--- src/hdl/fp_break_consts.svh ---
// constants for the floating-point error / pending break output
// assumes inclusion by bare name from the hdl folder
`ifndef FP_BREAK_CONSTS_SVH
`define FP_BREAK_CONSTS_SVH

// pin levels, all pins active low
`define PIN_ASSERTED   1'h0
`define PIN_DEASSERTED 1'h1

// status flag level out of reset
`define FLAG_CLEAR     1'h0

// synchroniser depth for pin inputs
`define SYNC_DEPTH     3
`define SYNC_LAST      2
`define SYNC_CLEAR     3'h7

`endif

--- src/hdl/fp_break_pkg.sv ---
// types for the floating-point error / pending break output
// assumes nothing beyond a SystemVerilog compiler
package fp_break_pkg;

   // line meaning: error report, stop-clock idle, break pending
   typedef enum logic [1:0]
   {
      ST_RUN,
      ST_STOP,
      ST_BREAK
   } mode_type;

endpackage : fp_break_pkg

--- src/hdl/pin_sync.sv ---
// three-stage synchroniser with agreement filter for one pin
// assumes the pin is asynchronous to clk and idles high
`include "fp_break_consts.svh"

module pin_sync
(
   // clock and reset
   input  wire logic clk,
   input  wire logic sys_rst,
   input  wire logic clk_en,
   // pin side
   input  wire logic pin_n,
   // clock domain side
   output logic      level_n
);

   logic [`SYNC_DEPTH-1:0] stage_r;

   // shift chain, first stage read only by the second
   always_ff @(posedge clk or posedge sys_rst)
   begin
      if (sys_rst)
         stage_r <= `SYNC_CLEAR;
      else if (clk_en)
         stage_r <= {stage_r[`SYNC_DEPTH-2:0], pin_n};
   end

   // accept a change once stages two and three agree
   always_ff @(posedge clk or posedge sys_rst)
   begin
      if (sys_rst)
         level_n <= `PIN_DEASSERTED;
      else if (clk_en && (stage_r[`SYNC_LAST] == stage_r[`SYNC_LAST-1]))
         level_n <= stage_r[`SYNC_LAST];
   end

endmodule : pin_sync

--- src/hdl/fp_error_break_event_signal.sv ---
// multiplexed floating-point error / pending break event output
// assumes stop-clock and probe requests arrive as asynchronous pins;
// fp error, mask and break source come from logic on clk
`include "fp_break_consts.svh"

module fp_error_break_event_signal
(
   // clock and reset
   input  wire logic              clk,
   input  wire logic              sys_rst,
   input  wire logic              clk_en,
   // pins from core logic
   input  wire logic              stop_clock_request_n,
   input  wire logic              probe_request_n,
   // floating-point unit and break sources
   input  wire logic              fp_error_flag,
   input  wire logic              fp_error_mask,
   input  wire logic              break_event_source,
   // pin to core logic
   output logic                   fp_error_break_event_out_n,
   // status
   output fp_break_pkg::mode_type line_mode,
   output logic                   pending_break_indication,
   output logic                   fp_error_indication
);

   import fp_break_pkg::*;

   logic     stop_sync_n;
   logic     probe_sync_n;
   logic     stop_act;
   logic     probe_act;
   logic     fp_unmasked;
   logic     break_evt;
   mode_type state_r;
   mode_type state_nxt;
   logic     out_n_r;
   logic     out_n_nxt;

   // active low pin decode
   function automatic logic pin_active(input logic level_n);
      pin_active = (level_n == `PIN_ASSERTED);
   endfunction : pin_active

   // pin synchronisers
   pin_sync u_stop_sync
   (
      .clk     (clk),
      .sys_rst (sys_rst),
      .clk_en  (clk_en),
      .pin_n   (stop_clock_request_n),
      .level_n (stop_sync_n)
   );

   pin_sync u_probe_sync
   (
      .clk     (clk),
      .sys_rst (sys_rst),
      .clk_en  (clk_en),
      .pin_n   (probe_request_n),
      .level_n (probe_sync_n)
   );

   assign stop_act    = pin_active(stop_sync_n);
   assign probe_act   = pin_active(probe_sync_n);

   assign fp_unmasked = fp_error_flag && !fp_error_mask;

   assign break_evt   = break_event_source || probe_act;

   // mode sequencing
   always_comb
   begin
      state_nxt = state_r;
      unique case (state_r)
         ST_RUN:
         begin
            if (stop_act && break_evt)
               state_nxt = ST_BREAK;
            else if (stop_act)
               state_nxt = ST_STOP;
         end
         ST_STOP:
         begin
            if (!stop_act)
               state_nxt = ST_RUN;
            else if (break_evt)
               state_nxt = ST_BREAK;
         end
         ST_BREAK:
         begin
            if (!stop_act)
               state_nxt = ST_RUN;
         end
         default:
            state_nxt = ST_RUN;
      endcase
   end

   always_ff @(posedge clk or posedge sys_rst)
   begin
      if (sys_rst)
         state_r <= ST_RUN;
      else if (clk_en)
         state_r <= state_nxt;
   end

   // output meaning per mode
   always_comb
   begin
      out_n_nxt = `PIN_DEASSERTED;
      unique case (state_nxt)
         ST_RUN:
            out_n_nxt = fp_unmasked ? `PIN_ASSERTED : `PIN_DEASSERTED;
         ST_STOP:
            out_n_nxt = `PIN_DEASSERTED;
         ST_BREAK:
            out_n_nxt = `PIN_ASSERTED;
         default:
            out_n_nxt = `PIN_DEASSERTED;
      endcase
   end

   always_ff @(posedge clk or posedge sys_rst)
   begin
      if (sys_rst)
         out_n_r <= `PIN_DEASSERTED;
      else if (clk_en)
         out_n_r <= out_n_nxt;
   end

   // status flags
   always_ff @(posedge clk or posedge sys_rst)
   begin
      if (sys_rst)
      begin
         pending_break_indication <= `FLAG_CLEAR;
         fp_error_indication      <= `FLAG_CLEAR;
      end
      else if (clk_en)
      begin
         pending_break_indication <= (state_nxt == ST_BREAK);
         fp_error_indication      <= (state_nxt == ST_RUN) && fp_unmasked;
      end
   end

   assign fp_error_break_event_out_n = out_n_r;
   assign line_mode                  = state_r;
endmodule : fp_error_break_event_signal

--- config.mk ---
export PLATFORM = sky130hd
export DESIGN_NAME = fp_error_break_event_signal
export DESIGN_NICKNAME = d
export VERILOG_FILES = /design/src/hdl/fp_break_pkg.sv /design/src/hdl/pin_sync.sv /design/src/hdl/fp_error_break_event_signal.sv
export VERILOG_INCLUDE_DIRS = /design/src /design/src/hdl
export SDC_FILE = /design/constraint.sdc
export NUM_CORES = 1
export LEC_CHECK = 0
export BUFFER_PORTS_ARGS = -buffer_cell sky130_fd_sc_hd__buf_2
export CAP_MARGIN = 40
export CELL_PAD_IN_SITES_DETAIL_PLACEMENT = 1
export CELL_PAD_IN_SITES_GLOBAL_PLACEMENT = 1
export CORE_MARGIN = 2
export CORE_UTILIZATION = 41
export DETAILED_ROUTE_END_ITERATION = 10
export GPL_TIMING_DRIVEN = 0
export PLACE_DENSITY = 0.81
export REMOVE_ABC_BUFFERS = 1
export SLEW_MARGIN = 30
export SYNTH_ARGS = -nofsm -noshare
export SYNTH_HDL_FRONTEND = slang
export SYNTH_SLANG_ARGS = --single-unit
--- constraint.sdc ---
create_clock -name clk -period 2.2 [get_ports clk]
set_input_delay 0.11 -clock clk [delete_from_list [all_inputs] [get_ports clk]]
set_output_delay 0.11 -clock clk [all_outputs]
set_load 0.01 [all_outputs]
==> impl_metrics.ini, run 1 <==
[yosys]
synth_seq_cells = 13
synth_top_area_share = 0.4286
avgSynthCellArea_um2 = 12.54
syn_inst = 44
yosys.area.top_type = dfstp_2
synth.distinct_cells = 15
yosys-top-cells-count = dfstp_2, mux2_2, a21oi_1, dfrtp_1, inv_1
synth-main-ff-cell = dfstp_2
yosysMostFrequentCell = dfstp_2
synth_warnings = 0
async_flop_share = 1.000
synth-edff-count = 0
seq_area_frac_synth = 0.6100
synth_area_leaders = dfstp_2, dfrtp_1, mux2_2
netlist_area_um2 = 551.8

[pwr]
ir_worst_vdd_mv = 0.4247
power_uw = 598.0
power_leakage_nw = 0.2980
p_per_area_mw_per_mm2 = 917.4

[detailed_routing]
firstDrtPassIters = 4
wl_um = 866
vias = 370
ant_nets = 0
wl_per_cell_um = 11.70
via_per_inst = 5.000
drc = 0
drt_iter0_markers = 1

[layout]
seqCellArea_um2 = 336.6
nets = 68
final_util = 0.5073
syn2layout_area_growth_pct = 18.14
fillers = 154
drive_gt1_frac = 0.5593
diodes = 0
multi_input_area_um2 = 183.9

[worst_setup_path]
cp_slowest_cell = dfstp_2
critPathKind = flop to flop
cp-end-kind = flop
slowest_delay_ns = 0.55
cp.arrival_ns = 1.45
cp-start-kind = flop
path_cells = or3b_1 -> nand3_2 -> nor2b_1
worstPathRequired_ns = 2.40
path_max_fanout = 3

[sta]
min_period_ns = 1.251
hold_violations = 0
max_slew.worst_pin.slew_ns = 0.4537
rsz0062_at_grt = false
finalMaxSlewViolations = 0
slew-limit-headroom = 0.6972
fin_ws_ns = 0.9486
setup_viol_count_final = 0
finClkSkew_ns = 0.001726
timing.fmax_mhz = 799.1
fin_crit_sh = 0.5688
setup-tns-final_ns = 0

[place]
pre_cts_ws_ns = 0.9393
finalWeightedCongestion = 0.5571
io_buffers = 12

[clock_network]
cts_setup_buffers = 0
cts_root_buf = clkbuf_4
path_clk_slew_ns = 0.08
clock_latency_ns = 0.26
clk_path_buf_depth = 2
cts_made_buffers = 3
cts_resized = 0
postCtsHoldBufs = 1
h-tree-depth = 1
cts_tree = built
cts_sinks = 13

[global_routing]
grt_max_degree = 18
grt_pass1_wl_um = 1345
grt_pass1_vias = 332
overflow = 0
antenna_found_initial = 0
grt_use_total = 0.1319

[flow_run]
maxCapViolCount = 0

[die]
fp.dieW_um = 40.69
rows = 13
die_h_um = 40.69
die_area_mm2 = 0.001655
design.core.area_mm2 = 0.001285
io_pins = 13
start_util = 0.4294

[min_path]
hold_path_class = input pin to flop

[status]
status = finished, final reports clean
## state kept, by name, summed over array words and instances, names as in the netlist
name,flops
u_stop_sync.level_n,1
pending_break_indication,1
u_probe_sync.stage_r,3
line_mode,2
fp_error_break_event_out_n,1
u_probe_sync.level_n,1
u_stop_sync.stage_r,3
fp_error_indication,1
## worst max-delay path: cells and delay by family, from the launching register on
family           cells  cell delay (ns)
and+or+nand+nor      3             0.63
DFF                  1             0.55
## cell usage in the layout (no fill, tap or decap)
cell / instances
a21oi_1: 5
buf_2: 12
clkbuf_4: 3
clkinv_2: 1
dfrtp_1: 4
dfstp_2: 9
dlygate4sd3_1: 1
inv_1: 4
mux2_2: 7
nand2_1: 1
nand2b_1: 2
nand3_2: 1
nor2_1: 3
nor2b_1: 1
o21ai_0: 2
o32ai_1: 2
or3b_1: 1
## path summary, 6_finish.rpt
path,depth (start not counted),slack (ns),start,endpoint
setup / recovery,3,0.95,u_probe_sync.level_n$_DFFE_PP1P_,fp_error_break_event_out_n$_DFFE_PP1P_
max in group asynchronous,3,1.48,sys_rst,u_stop_sync.stage_r[2]$_DFFE_PP1P_
setup reg to reg,3,0.95,u_probe_sync.level_n$_DFFE_PP1P_,fp_error_break_event_out_n$_DFFE_PP1P_
min in group asynchronous,3,0.38,sys_rst,fp_error_indication$_DFFE_PP0P_
hold reg to reg,2,0.52,u_probe_sync.stage_r[2]$_DFFE_PP1P_,u_probe_sync.level_n$_DFFE_PP1P_
hold / removal,2,0.05,fp_error_mask,fp_error_indication$_DFFE_PP0P_
## power breakdown
part	internal [mW]	switching (mW)	total [mW]
sequential	0.309	0.0315	0.340
combinational	0.0592	0.0596	0.119
clock	0.0671	0.0718	0.139
total	0.435	0.163	0.598
## cells by family (layout without fill, tap and decap cells)
family / Yosys count / in the layout / share of synthesized area
mux: 7 / 7 / 0.1429
simple gates: 9 / 9 / 0.09524
flops: 13 / 13 / 0.6100
buf+inv: 6 / 21 / 0.05667
compound gates: 9 / 9 / 0.09524
## layer usage
layer / global-route usage / up-vias / wire length, um
li1: - / 179 / -
met1: 0.1373 / 179 / 381
met2: 0.2262 / 12 / 421
met3: 0.06522 / 0 / 63
met4: 0.05000 / 0 / 0
met5: 0 / - / 0
## metrics by stage
step           hold WS (ns)  cell area [um^2]  std cells
2_1_floorplan      -0.01948             535.5         42
4_1_cts             0.04937             651.9         74
3_3_place_gp         0.1465             614.3         69
6_report            0.05376             651.9         74
5_1_grt             0.05821             651.9         74
3_5_place_dp         0.1397             614.3         69
## area by class of cell
| type | count | area share |
|---|---|---|
| timing repair buffer | 13 | 0.1075 |
| tap | 15 | 0.02879 |
| inverter | 4 | 0.02303 |
| multi-input combinational | 25 | 0.2821 |
| clock buffer | 3 | 0.03455 |
| sequential | 13 | 0.5163 |
| clock inverter | 1 | 0.007678 |
Power figures use the tool's default switching activity.
==> run 2: changes to the inputs <==
Settings changed: ABC_AREA set to 1, CORE_UTILIZATION 41 to 36, PLACE_DENSITY 0.81 to 0.77.
Clock period 2.2 ns to 1.3 ns, I/O delays scaled along.
==> impl_metrics.ini, run 2 <==
[detailed_routing]
drt_iter0_markers = 2
vias = 469
wl_um = 1041
drc = 0
wl_per_cell_um = 10.84
via_per_inst = 4.885
firstDrtPassIters = 4
ant_nets = 0

[worst_setup_path]
cp.depth = 1
critPathBufInv = 1
cp.arrival_ns = 0.93
reg2reg_depth = 6
cp-end-kind = output port
worstPathRequired_ns = 1.24
crit_family = flip-flops
path_max_fanout = 2
slowest_delay_ns = 0.53
cp_slowest_cell = dfstp_2
critPathKind = flop to output port
cp-start-kind = flop
path_cells = buf_2

[clock_network]
cts_sinks = 13
cts_resized = 0
cts_setup_buffers = 0
path_clk_slew_ns = 0.08
h-tree-depth = 1
cts_made_buffers = 3
cts_tree = built
clock_latency_ns = 0.28
clk_path_buf_depth = 2
cts_root_buf = clkbuf_4

[yosys]
yosysMostFrequentCell = nand2_1
synth_xor_xnor_area_share = 0
synth-main-ff-cell = dfstp_2
synth-edff-count = 0
synth_warnings = 0
synth_top_area_share = 0.4209
synth_seq_cells = 13
synth.distinct_cells = 13
yosys.area.top_type = dfstp_2
synthMuxAreaShare = 0
yosys-top-cells-count = nand2_1, dfstp_2, dfrtp_1, inv_1, nor2_1
synth_simple_gate_area_frac = 0.2472
synth_fa_ha_area_frac = 0
seq_area_frac_synth = 0.5991
async_flop_share = 1.000
synth-compound-area-share = 0.07350
netlist_area_um2 = 561.8
avgSynthCellArea_um2 = 8.917
syn_inst = 63
synth_area_leaders = dfstp_2, nand2_1, dfrtp_1
synth_top_family_by_area = simple AND/OR/NAND/NOR gates

[sta]
min_period_ns = 0.9956
max_slew.worst_pin.slew_ns = 0.4844
finClkSkew_ns = 0.004625
setup_viol_count_final = 0
whs_ns = 0.05331
rsz0062_at_grt = false
slew-limit-headroom = 0.6767
finalMaxSlewViolations = 0
fin_crit_sh = 0.7659
setup-tns-final_ns = 0
hold_violations = 0
timing.fmax_mhz = 1004
fin_ws_ns = 0.3044

[global_routing]
grt_pass1_vias = 486
antenna_found_initial = 0
grt_max_degree = 14
overflow = 0
grt_pass1_wl_um = 1932
grt_use_total = 0.1399

[status]
status = finished, final reports clean

[place]
placed_cells = 89
io_buffers = 12
dp_hpwl_um = 744.4
finalWeightedCongestion = 0.7512
pre_cts_ws_ns = 0.3598

[pwr]
power.share.clock = 0.262
combPwrFrac = 0.182
power_frac_seq = 0.556
power_leakage_nw = 0.3487
p_per_area_mw_per_mm2 = 1410
net-switching-power_uw = 269.6
ir_worst_vdd_mv = 0.6216
switching_share = 0.2829
internal_power_uw = 683.3

[die]
fp.dieW_um = 43.51
rows = 14
io_pins = 13
design.core.area_mm2 = 0.001489
die_area_mm2 = 0.001893
die_h_um = 43.51
start_util = 0.3773

[layout]
nets = 89
mostFrequentLayoutCell = nand2_1
diodes = 0
final_cells = 96
syn2layout_area_growth_pct = 20.27
drive_gt1_frac = 0.3375
mostFrequentLayoutCells = nand2_1, buf_2, dfstp_2

[flow_run]
maxCapViolCount = 0

[min_path]
hold_path_class = input pin to flop
holdPathStages = 3
==> run 2: cell types whose count changed after synthesis, moves of 2 or more <==
cell | before | now
o21ai_1 | 0 | 2
nand2_1 | 1 | 27
nand2b_1 | 2 | 0
inv_2 | 0 | 2
nand3_1 | 0 | 2
mux2_2 | 7 | 0
nand4_1 | 0 | 2
a21oi_1 | 5 | 0
o32ai_1 | 2 | 0
==> run 2: worst paths after layout <==
check                      slack [ns]                                     end                              startpoint
setup reg to reg                 0.36  fp_error_break_event_out_n$_DFFE_PP1P_         u_stop_sync.level_n$_DFFE_PP1P_
min in group asynchronous        0.34                line_mode[0]$_DFFE_PP0P_                                 sys_rst
setup / recovery                 0.30              fp_error_break_event_out_n  fp_error_break_event_out_n$_DFFE_PP1P_
max in group asynchronous        0.61      u_stop_sync.stage_r[2]$_DFFE_PP1P_                                 sys_rst
hold / removal                   0.05         fp_error_indication$_DFFE_PP0P_                           fp_error_flag
hold reg to reg                  0.47     u_probe_sync.stage_r[0]$_DFFE_PP1P_     u_probe_sync.stage_r[0]$_DFFE_PP1P_
==> run 2: area by class of cell <==
class / instances / area, um^2
clock buffers: 4 / 26.28
fillers: 188 / 813.3
repair buffers: 15 / 90.09
well taps: 16 / 20.02
multi-input cells: 42 / 180.2
inverters: 6 / 22.52
flip-flops and latches: 13 / 336.6
==> run 2: cell families (layout without fill, tap and decap cells) <==
group | after synthesis | after routing
compound gates | 7 | 7
flops | 13 | 13
buf+inv | 8 | 25
simple gates | 35 | 35
==> run 2: power groups by stage <==
stage,registers (mW),clock network [mW],logic (mW)
detailed placement,0.538,0,0.169
global route,0.539,0.278,0.200
global placement,0.535,0,0.163
finish,0.530,0.250,0.173
CTS,0.531,0.267,0.177
floorplan,0.547,0,0.0923
==> run 2: per-layer routing <==
| metal | vias up | GRT usage | part of all wire |
|---|---|---|---|
| met5 | - | 0 | 0 |
| met4 | 0 | 0.09091 | 0.028 |
| met3 | 2 | 0.02500 | 0.058 |
| met2 | 14 | 0.2299 | 0.47 |
| met1 | 221 | 0.1676 | 0.45 |
| li1 | 232 | - | - |
==> run 2: tightest hold or removal path, stage by stage <==
cell and delay [ns]:
buf_2 0.10, nand3_1 0.08, o21ai_1 0.05
==> run 2: per-stage QoR <==
stage / cell area [um^2] / power (mW) / util
2_1_floorplan: 539.3 / 0.6389 / -
3_5_place_dp: 619.3 / 0.7070 / 0.4160
4_1_cts: 675.6 / 0.9754 / 0.4538
5_1_grt: 675.6 / 1.017 / 0.4538
3_3_place_gp: 619.3 / 0.6983 / 0.4160
6_report: 675.6 / 0.9528 / 0.4538
==> run 2: repair_timing <==
| item | 4_1_cts | 5_1_grt |
|---|---|---|
| hold buffers | 3 | 0 |
| endpoints found under the setup margin | 0 | 0 |
| hold endpoints to repair | 6 | 0 |
==> run 3: changes to the inputs <==
Clock period 1.3 ns to 1 ns, I/O delays scaled along.
==> impl_metrics.ini, run 3 (same netlist as run 2, synthesis figures left out) <==
[place]
post_dp_cell_area_um2 = 619.3
io_buffers = 12
pre_cts_ws_ns = 0.05981
finalWeightedCongestion = 0.7512
dp_hpwl_um = 744.4

[worst_setup_path]
cp_slowest_cell = dfstp_2
r2r_slack_ns = 0.06
cp-start-kind = flop
path_max_fanout = 2
critPathBufInv = 1
reg2reg_depth = 5
critPathKind = flop to output port
worstPathRequired_ns = 0.95
r2r-end = fp_error_break_event_out_n$_DFFE_PP1P_
cp.arrival_ns = 0.92
path_cells = buf_6
slowest_delay_ns = 0.55
r2r-start = u_stop_sync.level_n$_DFFE_PP1P_
crit_family = flip-flops
cp-end-kind = output port

[global_routing]
grt_use_total = 0.1399
grt_pass1_wl_um = 1932
overflow = 0
antenna_found_initial = 0
grt_max_degree = 14
grt_pass1_vias = 486

[pwr]
p_per_area_mw_per_mm2 = 1836
power_leakage_nw = 0.3498
power_mw = 1.257
ir_worst_vdd_mv = 0.8167

[detailed_routing]
ant_nets = 0
drc = 0
drt_iter0_markers = 4
wl_per_cell_um = 11.07
vias = 475
firstDrtPassIters = 4
via_per_inst = 4.948
wl_um = 1063

[layout]
drive_gt1_frac = 0.3500
mostFrequentLayoutCells = nand2_1, buf_2, dfstp_2
fillers = 185
diodes = 0
mostFrequentLayoutCell = nand2_1
finish.instance_area_um2 = 684.4
nets = 89
syn2layout_area_growth_pct = 21.83

[sta]
whs_ns = 0.04428
max_slew.worst_pin.slew_ns = 0.4836
fin_crit_sh = 0.9688
fin_ws_ns = 0.03125
setup-tns-final_ns = 0
setup_viol_count_final = 0
min_period_ns = 0.9688
hold_violations = 0
rsz0062_at_grt = false
finClkSkew_ns = 0.004561
slew-limit-headroom = 0.6773
finalMaxSlewViolations = 0
timing.fmax_mhz = 1032

[die]
start_util = 0.3773
fp.dieW_um = 43.51
die_area_mm2 = 0.001893
io_pins = 13
design.core.area_mm2 = 0.001489
die_h_um = 43.51
rows = 14

[status]
status = finished, final reports clean

[clock_network]
cts_tree = built
path_clk_slew_ns = 0.08
clock_latency_ns = 0.28
clk_path_buf_depth = 2
cts_made_buffers = 3
cts_root_buf = clkbuf_4
cts_sinks = 13
h-tree-depth = 1
cts_setup_buffers = 0

[min_path]
holdPathStages = 3
hold_path_class = input pin to flop
min-delay-start = fp_error_flag
worst_hold_path.endpoint = fp_error_indication$_DFFE_PP0P_

[flow_run]
maxCapViolCount = 0
[run 3: cell types whose count changed in the layout (fill, tap and decap cells not counted)]
cell and change:
buf_2 -1, buf_6 +1, nand2_2 +1, nand2_1 -1
[run 3: worst reg2reg max path: cells and delay by family (launching register included)]
| family | cells | cell delay, ns |
|---|---|---|
| flops | 1 | 0.54 |
| simple gates | 4 | 0.29 |
| buf+inv | 1 | 0.05 |
[run 3: per-stage QoR]
step / utilization / std cells
after floorplan: - / 61
after global placement: 0.4160 / 89
after detailed placement: 0.4160 / 89
after CTS: 0.4538 / 96
after global routing: 0.4597 / 96
final: 0.4597 / 96
[run 3: worst max-delay path by stage]
stage,start,to,slack [ns],cells past startpoint
2_1_floorplan,u_stop_sync.level_n$_DFFE_PP1P_,fp_error_break_event_out_n$_DFFE_PP1P_,0.12,5
3_3_place_gp,u_stop_sync.level_n$_DFFE_PP1P_,fp_error_break_event_out_n$_DFFE_PP1P_,0.07,5
3_5_place_dp,u_stop_sync.level_n$_DFFE_PP1P_,fp_error_break_event_out_n$_DFFE_PP1P_,0.06,5
4_1_cts,fp_error_break_event_out_n$_DFFE_PP1P_,fp_error_break_event_out_n,0.003,1
5_1_grt,fp_error_break_event_out_n$_DFFE_PP1P_,fp_error_break_event_out_n,0.009,1
6_report,fp_error_break_event_out_n$_DFFE_PP1P_,fp_error_break_event_out_n,0.03,1
[run 3: what timing repair did]
action / CTS / global route
setup endpoints to repair: 0 / 2
gates resized for setup: 0 / 2
hold endpoints to repair: 6 / 0
hold buffers: 3 / 0
[run 3: layout make-up]
| cell class | count | area [um^2] | area share |
|---|---|---|---|
| Inverter | 6 | 22.52 | 0.03291 |
| Multi-Input combinational cell | 42 | 182.7 | 0.2669 |
| Timing Repair Buffer | 15 | 96.34 | 0.1408 |
| Sequential cell | 13 | 336.6 | 0.4918 |
| Tap cell | 16 | 20.02 | 0.02925 |
| Clock buffer | 4 | 26.28 | 0.03839 |
[run 3: power breakdown]
part / switching (mW) / internal [mW]
logic: 0.137 / 0.104
clock network: 0.170 / 0.155
registers: 0.0482 / 0.643
[run 3: per-layer routing]
| layer | part of all wire | routed length (um) | global-route usage | up-vias |
|---|---|---|---|---|
| li1 | - | - | - | 233 |
| met1 | 0.44 | 465 | 0.1676 | 226 |
| met2 | 0.48 | 507 | 0.2299 | 14 |
| met3 | 0.056 | 60 | 0.02500 | 2 |
| met4 | 0.027 | 29 | 0.09091 | 0 |
| met5 | 0 | 0 | 0 | - |
